[config.mk]
export PLATFORM = sky130hd
export DESIGN_NAME = rcb_top
export DESIGN_NICKNAME = d
export VERILOG_FILES = /design/src/rcb_pkg.sv /design/src/rcb_eval.sv /design/src/rcb_top.sv
export SDC_FILE = /design/constraint.sdc
export NUM_CORES = 1
export LEC_CHECK = 0
export BUFFER_PORTS_ARGS = -buffer_cell sky130_fd_sc_hd__buf_2
export CAP_MARGIN = 10
export CORE_UTILIZATION = 40
export DETAILED_ROUTE_END_ITERATION = 6
export GPL_ROUTABILITY_DRIVEN = 0
export PLACE_DENSITY = 0.69
export SYNTH_ARGS = -nofsm -noshare
export SYNTH_HDL_FRONTEND = slang
export SYNTH_HIERARCHICAL = 1
export SYNTH_SLANG_ARGS = --single-unit
[constraint.sdc]
create_clock -name CLK_SYS -period 1 [get_ports CLK_SYS]
set_input_delay 0.1 -clock CLK_SYS [delete_from_list [all_inputs] [get_ports CLK_SYS]]
set_output_delay 0.1 -clock CLK_SYS [all_outputs]
set_load 0.02 [all_outputs]
[src/rcb_pkg.sv]
// rcb_pkg: constants for the register compare branch unit
// assumes a sequencer that presents decoded command words in one cycle
`default_nettype none
package rcb_pkg;
   localparam logic [7:0]  CMD_REG_MASK   = 8'h59;
   localparam logic [7:0]  CMD_REG_CMP    = 8'h89;
   localparam logic [7:0]  TYPE_JUMP      = 8'h00;
   localparam logic [7:0]  CMP_GE         = 8'h01;
   localparam logic [7:0]  CMP_GT         = 8'h04;
   localparam logic [3:0]  OP_AND         = 4'h0;
   localparam logic [3:0]  OP_OR          = 4'h1;
   localparam logic [3:0]  OP_NAND        = 4'h2;
   localparam logic [3:0]  OP_NOR         = 4'h3;
   localparam logic [3:0]  OP_IN_XX       = 4'h4;
   localparam logic [3:0]  OP_IN_IX       = 4'h5;
   localparam logic [3:0]  OP_IN_XI       = 4'h6;
   localparam logic [3:0]  OP_IN_II       = 4'h7;
   localparam logic [3:0]  OP_OUT_II      = 4'h8;
   localparam logic [3:0]  OP_OUT_XI      = 4'h9;
   localparam logic [3:0]  OP_OUT_IX      = 4'hA;
   localparam logic [3:0]  OP_OUT_XX      = 4'hB;
   localparam int          DATA_W         = 32;
   localparam int          PC_W           = 16;
   // type byte starts at this bit; the operation field is the low nibble
   localparam int          TYPE_LSB       = 8;
   localparam int          OP_W           = 4;
   localparam logic [15:0] PC_RESET       = 16'h0000;
endpackage
`default_nettype wire

[src/rcb_eval.sv]
// rcb_eval: combinational condition evaluation for mask and range tests
// assumes operands are stable during the evaluating cycle
`default_nettype none
module rcb_eval
   import rcb_pkg::*;
(
   input  wire logic [3:0]        op,
   input  wire logic [DATA_W-1:0] reg_val,
   input  wire logic [DATA_W-1:0] p1,
   input  wire logic [DATA_W-1:0] p2,
   output logic                   valid_op,
   output logic                   cond
);
   logic [DATA_W-1:0] hit;
   logic              all_t;
   logic              any_t;
   logic              lo_gt, lo_ge, hi_lt, hi_le;

   always_comb begin
      // tested bit is true when it matches the state level
      hit    = ~(reg_val ^ p1) | ~p2;
      all_t  = &hit;
      any_t  = |(~(reg_val ^ p1) & p2);
      lo_gt  = $signed(reg_val) >  $signed(p1);
      lo_ge  = $signed(reg_val) >= $signed(p1);
      hi_lt  = $signed(reg_val) <  $signed(p2);
      hi_le  = $signed(reg_val) <= $signed(p2);
      valid_op = 1'b1;
      cond     = 1'b0;
      unique case (op)
         OP_AND:    cond = all_t;
         OP_OR:     cond = any_t;
         OP_NAND:   cond = ~all_t;
         OP_NOR:    cond = ~any_t;
         OP_IN_XX:  cond = lo_gt & hi_lt;
         OP_IN_IX:  cond = lo_ge & hi_lt;
         OP_IN_XI:  cond = lo_gt & hi_le;
         OP_IN_II:  cond = lo_ge & hi_le;
         OP_OUT_II: cond = ~lo_gt | ~hi_lt;
         OP_OUT_XI: cond = ~lo_ge | ~hi_lt;
         OP_OUT_IX: cond = ~lo_gt | ~hi_le;
         OP_OUT_XX: cond = ~lo_ge | ~hi_le;
         default:   valid_op = 1'b0;
      endcase
   end
endmodule
`default_nettype wire

[src/rcb_top.sv]
// rcb_top: branch decision and program counter update for compare jumps
// assumes the sequencer holds a command one cycle with CMD_VALID and
// supplies the selected register contents on REG_DATA in that cycle
//
// Overview of operation
// - mask command compares a register with two signed 32-bit constants, jumps if true
// - mask jump and mask call share code 0x59; high type byte zero means jump
// - low byte of type/operation word picks the test against state and enable
// - bitwise tests look only at register bits set in enable
// - a tested bit is true when it equals the state bit; results combine
// - bitwise codes: 0 AND, 1 OR, 2 NAND, 3 NOR
// - codes 4 to 7 are inside-range tests with varying bound inclusion
// - codes 8 to 11 are outside-range tests with varying bound strictness
// - register compares share code 0x89; type high byte, register low byte
// - type 1 jumps when register is at or above the signed value
// - type 4 jumps when register is strictly above the signed value
// - NAND: no branch when all tested bits true, branch if any false
`default_nettype none
module rcb_top
   import rcb_pkg::*;
(
   input  wire logic              CLK_SYS,
   input  wire logic              RESET,
   input  wire logic              CMD_VALID,
   input  wire logic [7:0]        CMD_CODE,
   input  wire logic [15:0]       CMD_OPWORD,
   input  wire logic [7:0]        CMD_REGSEL,
   input  wire logic [DATA_W-1:0] CMD_P1,
   input  wire logic [DATA_W-1:0] CMD_P2,
   input  wire logic [PC_W-1:0]   CMD_TARGET,
   input  wire logic [PC_W-1:0]   CMD_NEXT_PC,
   input  wire logic [DATA_W-1:0] REG_DATA,
   output logic [7:0]             REG_SEL,
   output logic                   PC_LOAD,
   output logic [PC_W-1:0]        PC_VALUE,
   output logic                   TAKEN,
   output logic                   ACK,
   output logic                   UNHANDLED
);
   typedef struct packed {
      logic [7:0]      reg_sel;
      logic            pc_load;
      logic [PC_W-1:0] pc_value;
      logic            taken;
      logic            ack;
      logic            unhandled;
   } rcb_state_t;

   // class of the presented command as far as this unit is concerned
   typedef enum logic [1:0] {
      CLS_MASK_JUMP,
      CLS_CMP_JUMP,
      CLS_FOREIGN
   } rcb_class_t;

   rcb_state_t st_r;
   rcb_state_t st_nxt;
   rcb_class_t cls;
   logic       mask_valid_op;
   logic       mask_cond;
   logic       cond;

   // type byte of the type/operation word
   function automatic logic [7:0] type_byte(
      input logic [15:0] opword
   );
      return opword[TYPE_LSB +: 8];
   endfunction

   // low byte: operation for the mask command, register number for compares
   function automatic logic [7:0] low_byte(
      input logic [15:0] opword
   );
      return opword[TYPE_LSB-1:0];
   endfunction

   // the call variant shares the code; only type zero with a known operation jumps
   function automatic logic mask_jump(
      input logic [7:0]  code,
      input logic [15:0] opword,
      input logic        op_known
   );
      return (code == CMD_REG_MASK)
             && (type_byte(opword) == TYPE_JUMP)
             && (opword[TYPE_LSB-1:OP_W] == '0)
             && op_known;
   endfunction

   // equal, not-equal and the less-than compares are left to another unit
   function automatic logic cmp_jump(
      input logic [7:0]  code,
      input logic [15:0] opword
   );
      logic [7:0] ty;
      ty = type_byte(opword);
      return (code == CMD_REG_CMP) && ((ty == CMP_GE) || (ty == CMP_GT));
   endfunction

   // both compares are signed over the full data width
   function automatic logic cmp_cond(
      input logic [7:0]        ty,
      input logic [DATA_W-1:0] reg_val,
      input logic [DATA_W-1:0] value
   );
      logic at_or_above;
      logic above;
      at_or_above = $signed(reg_val) >= $signed(value);
      above       = $signed(reg_val) >  $signed(value);
      return (ty == CMP_GE) ? at_or_above : above;
   endfunction

   // compares carry the register in the low byte, the mask command in its own word
   function automatic logic [7:0] pick_reg(
      input logic [7:0]  code,
      input logic [15:0] opword,
      input logic [7:0]  regsel
   );
      return (code == CMD_REG_CMP) ? low_byte(opword) : regsel;
   endfunction

   rcb_eval u_eval (
      .op       (CMD_OPWORD[OP_W-1:0]),
      .reg_val  (REG_DATA),
      .p1       (CMD_P1),
      .p2       (CMD_P2),
      .valid_op (mask_valid_op),
      .cond     (mask_cond)
   );

   always_comb begin
      cls = CLS_FOREIGN;
      if (mask_jump(CMD_CODE, CMD_OPWORD, mask_valid_op))
         cls = CLS_MASK_JUMP;
      else if (cmp_jump(CMD_CODE, CMD_OPWORD))
         cls = CLS_CMP_JUMP;
      unique case (cls)
         CLS_MASK_JUMP: cond = mask_cond;
         CLS_CMP_JUMP:  cond = cmp_cond(type_byte(CMD_OPWORD), REG_DATA, CMD_P1);
         default:       cond = 1'b0;
      endcase
      st_nxt           = st_r;
      st_nxt.pc_load   = 1'b0;
      st_nxt.ack       = 1'b0;
      st_nxt.unhandled = 1'b0;
      st_nxt.taken     = 1'b0;
      if (CMD_VALID) begin
         // selection holds until the next command so the sequencer may read it late
         st_nxt.reg_sel = pick_reg(CMD_CODE, CMD_OPWORD, CMD_REGSEL);
         if (cls != CLS_FOREIGN) begin
            st_nxt.ack      = 1'b1;
            st_nxt.pc_load  = 1'b1;
            st_nxt.taken    = cond;
            // not taken falls through to the following command
            st_nxt.pc_value = cond ? CMD_TARGET : CMD_NEXT_PC;
         end else begin
            // calls and other compares belong to another unit
            st_nxt.unhandled = 1'b1;
         end
      end
   end

   always_ff @(posedge CLK_SYS or posedge RESET) begin
      if (RESET) begin
         st_r <= '{reg_sel: 8'h00, pc_load: 1'b0, pc_value: PC_RESET,
                   taken: 1'b0, ack: 1'b0, unhandled: 1'b0};
      end else begin
         st_r <= st_nxt;
      end
   end

   assign REG_SEL   = st_r.reg_sel;
   assign PC_LOAD   = st_r.pc_load;
   assign PC_VALUE  = st_r.pc_value;
   assign TAKEN     = st_r.taken;
   assign ACK       = st_r.ack;
   assign UNHANDLED = st_r.unhandled;
endmodule
`default_nettype wire

== Yosys cells after proc, flatten, opt, wreduce, memory -nomap -nowiden ==
Index checks and enable logic that the tools add are counted.

* Mux-type cells: 11
* Reduce and logical (&&, ||, !) cells: 13
* Eq/ne operators: 17
* Order comparisons: 4
* Bitwise gates (word level): 19

{| class="wikitable"
|+ Operators with widths
! cell !! number
|-
| NOT 32 bit || 2
|-
| bitwise AND 32 bit || 1
|-
| greater-or-equal comparator 32 bit || 1
|-
| greater-than comparator 32 bit || 1
|-
| <= comparator 32 bit || 1
|-
| less-than comparator 32 bit || 1
|-
| bitwise OR 32 bit || 1
|-
| AND reduction 32 bit || 1
|-
| OR reduction 32 bit || 1
|-
| XOR 32 bit || 1
|-
| two-way mux 20 bit || 1
|-
| two-way mux 19 bit || 1
|-
| == test 4 x 3 -> 1 bit, second input constant || 4
|-
| == test 4 bit, second input constant || 4
|-
| two-way mux 16 bit || 1
|-
| case mux 1 bit (12 select lines) || 1
|-
| OR reduction 12 bit || 1
|-
| == test 4 x 2 -> 1 bit, second input constant || 2
|-
| == test 8 x 1 -> 1 bit, second input constant || 1
|-
| == test 8 x 3 -> 1 bit, second input constant || 1
|-
| == test 8 x 7 -> 1 bit, second input constant || 1
|-
| == test 8 bit, second input constant || 1
|-
| logical NOT 4 bit || 2
|-
| logical NOT 8 bit || 1
|-
| other kinds (14) || 31
|}

* Logic and storage cells: 70
* Register bits: 28
* Input bits: 163

== Logic depth before layout (Yosys ltp) ==
Gate-level depths: netlist of run 1.

* Word-level depth: 10
* Depth in mapped cells: 16
* Mapped depth without buffers: 15

== Hierarchy ==
The synthesis of run 1 kept the hierarchy.

{| class="wikitable"
|+ By module, submodules not included
! module !! instances !! area each (µm²) !! cells each !! seq. area each (µm²)
|-
| rcb_top || 1 || 2549.9 || 286 || 675.6
|-
| rcb_eval || 1 || 2020.7 || 282 || 0.0
|}

== Worst setup path after synthesis of run 1 ==
Ideal clock, no wire load.

* Kind: input to register
* Start point: input port CMD_P1[17]
* End point: register st_r, in the netlist PC_VALUE[0]
* Cell stages on the path: 16
* Path buffers: 1
* Library setup time: 129 ps
* Slack: -2163 ps
* Arrival time: 3035 ps
* Data required time: 871 ps
* Cell sequence: inv_1 ha_1 a21o_1 a221o_1 a221oi_2 o32a_1 o21ai_2 a211o_1 o221a_1 nand4_1 a2bb2oi_2 nand2_1 a2111o_1 buf_2 nand4_1 nand3_1

* Longest elaborated chain between the ends: 8
* Elaborated cells between the ends (all ways): 24
* Those cells by class: order compare: 2; mux: 4; bitwise: 16; reduce/logical: 2

{| class="wikitable"
|+ RTL lines
! what !! RTL line !! text
|-
| start, declared || rcb_top.sv:28 || <nowiki>input wire logic [DATA_W-1:0] CMD_P1,</nowiki>
|-
| branches (longest 5 deep; another with greater-or-equal comparator 32 bit) || -- ||
|-
| case mux 1 bit (12 select lines) (*) || rcb_eval.sv:30 || <nowiki>unique case (op)</nowiki>
|-
| net mask_cond || rcb_top.sv:60 || <nowiki>logic mask_cond;</nowiki>
|-
| case mux 1 bit (2 select lines) (*) || rcb_top.sv:136 || <nowiki>unique case (cls)</nowiki>
|-
| two-way mux 16 bit (*) || rcb_top.sv:154 || <nowiki>st_nxt.pc_value = cond ? CMD_TARGET : CMD_NEXT_PC;</nowiki>
|-
| end signal, assigned || rcb_top.sv:164 || <nowiki>st_r <= '{reg_sel: 8'h00, pc_load: 1'b0, pc_value: PC_RESET,</nowiki>
|-
| end signal, assigned || rcb_top.sv:167 || <nowiki>st_r <= st_nxt;</nowiki>
|-
| end, declared || rcb_top.sv:56 || <nowiki>rcb_state_t st_r;</nowiki>
|}

Mark *: on every way through the listed nets, which the timed path passes.
A chain may end at the register's enable or synchronous reset.

== Worst setup path in the final report of run 1 ==
* Start point: input port REG_DATA[18]
* End point: register st_r, in the netlist PC_VALUE[5]

* Longest elaborated chain between the ends: 8
* Elaborated cells between the ends (all ways): 28
* Those cells by class: order compare: 4; mux: 4; bitwise: 18; reduce/logical: 2

{| class="wikitable"
|+ RTL lines
! what !! RTL line !! text
|-
| start, declared || rcb_top.sv:32 || <nowiki>input wire logic [DATA_W-1:0] REG_DATA,</nowiki>
|-
| branches (longest 5 deep; another with greater-or-equal comparator 32 bit) || -- ||
|-
| case mux 1 bit (12 select lines) (*) || rcb_eval.sv:30 ||
|-
| net mask_cond || rcb_top.sv:60 ||
|-
| case mux 1 bit (2 select lines) (*) || rcb_top.sv:136 ||
|-
| two-way mux 16 bit (*) || rcb_top.sv:154 ||
|}

Marks and branches as above.

==> flow_metrics.py, run 1 <==
metrics = {
    "run_status": {
        "status": "complete, but fails checks",
        "violations": "design-rule violations, negative setup slack",
    },
    "worst_setup_path": {
        "crit_chain": "buf_8, ha_4, and2_4, a221o_1, a221oi_4, o2111ai_2, o21ai_2, a21oi_1, o221a_1, nand4_1, a2bb2oi_2, nand2_2, a2111o_1, buf_6, nand4_1, nand3_1",
        "crit_type": "input port to flop",
        "critPathMostFrequentCell": "nand4_1",
        "critPathCaptureType": "flop",
        "critPathRequiredTime_ns": 1.13,
        "crit_slowest_cell": "a221o_1",
        "cp_data_arrival_time_ns": 3.06,
        "critical-path-max-stage-delay_ns": 0.38,
        "crit_path_start_kind": "input port",
        "worst-path-max-fanout": 16,
    },
    "cells_and_area": {
        "layout_commonest_cell": "buf_2",
        "nNetsFinal": 1151,
        "ff_latch_area_sq_um": 676,
        "areaGrowthSynthToFinish_pct": 61.4,
        "drive_gt1_share_pct": 48.0,
        "final_cell_mix": "buf_2 (181), buf_4 (135), inv_1 (87)",
        "multi_input_area_sq_um": 3890,
        "finalNonFillerCells": 1031,
        "antenna_cells": 0,
        "fillerInstances": 880,
    },
    "timing": {
        "setup-tns-final_ns": -31.91,
        "max-slew-margin-rel_pct": 71.4,
        "hold_viol": 0,
        "period_share_pct": 293,
        "fin_ws_ns": -1.93,
        "finClkSkew_ns": 0,
        "post-route-min-period_ns": 2.93,
        "tightest_slew_ns": 0.426,
        "grt_setup_unrepaired": "true",
        "setup_violations": 19,
        "timing.fmax_ghz": 0.341,
        "slew_viol_final": 0,
    },
    "clock_network": {
        "cts_max_level": 1,
        "cts_tree": "built",
        "cts_made_buffers": 3,
        "path_clk_slew_ns": 0.07,
        "root_buffer": "clkbuf_16",
        "clk_latency_ns": 0.26,
        "clock_sinks": 27,
        "cts_buffer_depth": 2,
    },
    "synthesis": {
        "synth.avg_cell_area_sq_um": 8.05,
        "ys_types": 75,
        "yosys_warnings": 6,
        "synth_edf_count": 0,
        "async_reset_ff_share_pct": 100,
        "ys_seq_elements": 27,
        "syn_inst": 568,
        "synth_fp_nets": 827,
        "synth_seq_area_share_pct": 14.8,
        "synth_area_sq_um": 4570,
        "ys.flop_type": "dfrtp_1",
    },
    "floorplan": {
        "dieArea_sq_um": 11900,
        "initial_utilization_pct": 41.6,
        "core_sq_um": 11000,
        "boundaryPins": 191,
        "num_rows": 38,
        "die_h_microns": 109,
        "die_w_microns": 109,
    },
    "routing": {
        "dr.pass1.iters": 7,
        "wl_per_cell_microns": 16.4,
        "drcViolationCount": 1,
        "postRouteAntennaNets": 0,
        "vias": 5621,
        "wl_microns": 16900,
        "viasPerCell": 5.45,
        "drtIter0Drc": 540,
    },
    "global_routing": {
        "overflow": 0,
        "grt_util_all_layers_pct": 28.4,
        "grt_max_degree": 34,
        "antenna_found_initial": 0,
        "grt_pass1_wl_microns": 26300,
        "grt_pass1_vias": 5666,
    },
    "pwr": {
        "leakage_nw": 3.93,
        "p_per_area_nw_per_um2": 669,
        "peakVddDrop_uv": 1070,
    },
    "run": {
        "maxCapViolCount": 0,
    },
    "placement": {
        "port_buffers": 190,
        "place_inst": 1024,
        "dpl.hpwl_microns": 14800,
    },
    "min_path": {
        "hold_class": "input port to flop",
    },
}
==> synth_stat cells (8+ instances only) <==
cell      number  area share [%]
ha_1          96              26
dfrtp_1       27              15
o211ai_1      18             3.0
inv_1        104             8.5
nand3_1       24             2.6
mux2i_1        8             1.8
nor2_1        28             2.3
o22ai_1       12             1.6
a21oi_1       39             4.3
a221oi_1       8             1.5
nand2_1       42             3.4
o21ai_0       11             1.2
nand4_1       37             5.1
==> per-stage QoR <==
step / utilization [%] / total power, W / area, sq um / setup WS [ns] / hold slack, ns
3_3_place_gp: 64.7 / 0.00381 / 7100 / -2.21 / 0.172
2_1_floorplan: - / 0.00252 / 5020 / -1.93 / 0.153
3_5_place_dp: 64.7 / 0.00391 / 7100 / -2.27 / 0.174
6_report: 67.2 / 0.00494 / 7380 / -1.93 / 0.0817
4_1_cts: 66.6 / 0.00489 / 7310 / -1.92 / 0.0832
5_1_grt: 67.2 / 0.00528 / 7380 / -2.08 / 0.0756
==> kinds of logic (layout without fill, tap and decap cells) <==
logic type,after synthesis,count (layout),share of synthesized area [%]
AOI/OAI and AO/OA,140,140,23.0
xor gates and xnor gates,1,1,0.192
adders and majority gates,96,96,26.3
buffers and inverters,117,440,10.7
DFF,27,27,14.8
muxes,8,8,1.75
and+or+nand+nor,179,179,23.3
==> state kept, by name (all words and copies together), names as in the netlist <==
name	flops
ACK	1
TAKEN	1
REG_SEL	8
PC_VALUE	16
UNHANDLED	1
==> metal layers <==
metal / wire, microns / up-vias / global-route usage [%]
li1: - / 2749 / -
met1: 6420 / 2546 / 32.0
met2: 8520 / 282 / 53.9
met3: 1350 / 44 / 3.17
met4: 585 / 0 / 11.2
met5: 0 / - / 0
==> cell type report <==
| cell class | count | area share [%] |
|---|---|---|
| flip-flops and latches | 27 | 9.16 |
| multi-input cells | 424 | 52.8 |
| repair buffers | 331 | 28.7 |
| inverters | 105 | 5.85 |
| well taps | 140 | 2.37 |
| clock buffers | 3 | 1.02 |
| clock inverters | 1 | 0.102 |
==> worst max-delay path, delay by kind of cell <==
| kind | cells | cell delay (ns) |
|---|---|---|
| AO/OA/AOI/OAI | 8 | 1.92 |
| AND/OR/NAND/NOR | 5 | 0.53 |
| buffers and inverters | 2 | 0.28 |
| adder cells (fa/ha/maj) | 1 | 0.23 |
==> power breakdown <==
part | total [W] | internal (W) | leakage, nW | switching, W
registers | 0.00114 | 0.00112 | 0.352 | 0.0000171
clock network | 0.000914 | 0.000543 | 0.0371 | 0.000371
logic | 0.00288 | 0.00144 | 3.54 | 0.00144
==> what timing repair did <==
item                       CTS  global route
setup buffers                1             1
hold buffers                 1             0
hold endpoints to repair    27             0
setup endpoints to repair   25            21
pin swaps                    3            11
gates resized for setup     25            11
==> path summary, 6_finish.rpt <==
check | slack [ns] | endpoint | depth (start not counted) | from
max reg2reg | 0.32 | REG_SEL[7] | 2 | REG_SEL[7]
min reg2reg | 0.49 | PC_VALUE[12] | 2 | PC_VALUE[12]
max | -1.93 | PC_VALUE[5] | 16 | REG_DATA[18]
max in group asynchronous | 0.30 | PC_VALUE[8] | 4 | RESET
min | 0.08 | PC_VALUE[15] | 3 | CMD_TARGET[15]
min in group asynchronous | 0.44 | PC_VALUE[4] | 4 | RESET
Power figures use the tool's default switching activity.
==> run 2, diff against run 1 <==
Settings changed: CTS_BUF_LIST set to sky130_fd_sc_hd__clkbuf_8.
==> run 2 against run 1 <==
- the flow still finishes with violations (design-rule violations, negative setup slack)
- worst hold slack got worse by 0.018 ns
- register-to-register slack barely moved
- sequential cell count unchanged
- sequential power about the same
- via count up 0.41%
- core utilization shrank 0.46 points
- largest power group unchanged
==> flow_metrics.py, run 2 (same netlist as run 1, synthesis figures left out) <==
metrics = {
    "clock_network": {
        "cts_made_buffers": 3,
        "cts_max_level": 1,
        "cts_tree": "built",
        "clock_sinks": 27,
        "path_clk_slew_ns": 0.10,
        "cts_buffer_depth": 2,
        "clk_latency_ns": 0.27,
        "root_buffer": "clkbuf_8",
    },
    "floorplan": {
        "die_h_microns": 109,
        "boundaryPins": 191,
        "die_w_microns": 109,
        "core_sq_um": 11000,
        "dieArea_sq_um": 11900,
        "initial_utilization_pct": 41.6,
        "num_rows": 38,
    },
    "pwr": {
        "total_power_w": 0.00465,
        "p_per_area_nw_per_um2": 634,
        "peakVddDrop_uv": 1070,
        "leakage_nw": 3.92,
    },
    "timing": {
        "setup-tns-final_ns": -31.46,
        "fin_ws_ns": -1.91,
        "period_share_pct": 291,
        "post-route-min-period_ns": 2.91,
        "hold_viol": 0,
        "setup_violations": 18,
        "max-slew-margin-rel_pct": 72.2,
        "grt_setup_unrepaired": "true",
        "timing.fmax_ghz": 0.344,
        "slew_viol_final": 0,
        "tightest_slew_ns": 0.414,
        "finClkSkew_ns": 0,
    },
    "placement": {
        "dpl.hpwl_microns": 14800,
        "port_buffers": 190,
        "placed_cell_area_sq_um": 7100,
        "pre_cts_ws_ns": -2.27,
    },
    "worst_setup_path": {
        "critPathLaunch": "REG_DATA[18]",
        "reg2reg_from": "REG_SEL[7]",
        "r2r_setup_slack_ns": 0.32,
        "critPathCaptureType": "flop",
        "worst-path-max-fanout": 16,
        "crit_path_start_kind": "input port",
        "cp_data_arrival_time_ns": 3.06,
        "critPathRequiredTime_ns": 1.15,
        "crit_type": "input port to flop",
    },
    "cells_and_area": {
        "nNetsFinal": 1151,
        "fillerInstances": 893,
        "multi_input_area_sq_um": 3880,
        "drive_gt1_share_pct": 47.8,
        "layout_commonest_cell": "buf_2",
        "areaGrowthSynthToFinish_pct": 60.3,
        "ff_latch_area_sq_um": 676,
        "largest_reg_flops": 16,
        "fin_area_sq_um": 7330,
        "antenna_cells": 0,
        "final_cell_mix": "buf_2 (181), buf_4 (135), inv_1 (87)",
    },
    "run_status": {
        "violations": "design-rule violations, negative setup slack",
        "status": "complete, but fails checks",
    },
    "routing": {
        "dr.pass1.iters": 7,
        "postRouteAntennaNets": 0,
        "wl_per_cell_microns": 16.4,
        "drtIter0Drc": 493,
        "vias": 5644,
        "viasPerCell": 5.47,
        "drcViolationCount": 1,
        "wl_microns": 16900,
    },
    "global_routing": {
        "overflow": 0,
        "grt_max_degree": 34,
        "grt_util_all_layers_pct": 28.3,
        "grt_pass1_wl_microns": 26300,
        "grt_pass1_vias": 5668,
        "antenna_found_initial": 0,
    },
    "min_path": {
        "hold_class": "input port to flop",
        "holdCritStartpoint": "CMD_TARGET[15]",
    },
    "run": {
        "maxCapViolCount": 0,
    },
}
-- run 2: stage by stage --
| stage | util [%] | hold slack [ns] | cells |
|---|---|---|---|
| 3_5_place_dp | 64.7 | 0.174 | 1024 |
| 5_1_grt | 66.7 | 0.0477 | 1031 |
| 6_report | 66.7 | 0.0640 | 1031 |
| 2_1_floorplan | - | 0.153 | 568 |
| 4_1_cts | 66.3 | 0.0621 | 1030 |
| 3_3_place_gp | 64.7 | 0.172 | 1024 |
-- run 2: timing repair --
action	in CTS	in global routing
hold endpoints to repair	27	0
hold buffers	1	0
gates cloned	0	0
setup buffers	1	1
setup endpoints to repair	22	20
pin swaps	3	11
resized for setup	25	8
-- run 2: where the power goes --
part | total, W | switching [W] | internal, W
Combinational | 0.00287 | 0.00143 | 0.00144
Sequential | 0.00114 | 0.0000171 | 0.00112
Clock | 0.000632 | 0.000349 | 0.000283
-- run 2: final timing paths --
path | to | depth (start not counted)
min in group asynchronous | PC_VALUE[4] | 4
hold / removal | PC_VALUE[15] | 3
setup / recovery | PC_VALUE[5] | 16
hold reg to reg | PC_VALUE[12] | 2
setup reg to reg | REG_SEL[7] | 2
max in group asynchronous | PC_VALUE[6] | 4
-- run 2: routing by layer --
layer / share of wire [%] / vias up / wire (microns) / GRT usage [%]
met5: 0 / - / 0 / 0
met4: 3.6 / 0 / 606 / 11.3
met3: 8.4 / 42 / 1420 / 3.23
met2: 50 / 279 / 8480 / 53.6
met1: 38 / 2575 / 6390 / 31.9
li1: - / 2748 / - / -
-- run 2: area by class of cell --
type | instances | share of cell area, %
Clock buffer | 3 | 0.563
Timing Repair Buffer | 331 | 28.9
Sequential cell | 27 | 9.22
Clock inverter | 1 | 0.102
Tap cell | 140 | 2.39
Multi-Input combinational cell | 424 | 52.9
Inverter | 105 | 5.89
-- run 2: worst max-delay path, stage by stage --
cell and delay (ns):
buf_8 0.11, ha_4 0.23, and2_4 0.15, a221o_1 0.38, a221oi_4 0.32, o2111ai_2 0.17, o21ai_2 0.17, a21oi_1 0.06
o221a_1 0.29, nand4_1 0.12, a2bb2oi_2 0.17, nand2_2 0.08, a2111o_1 0.36, buf_6 0.16, nand4_1 0.09, nand3_1 0.09
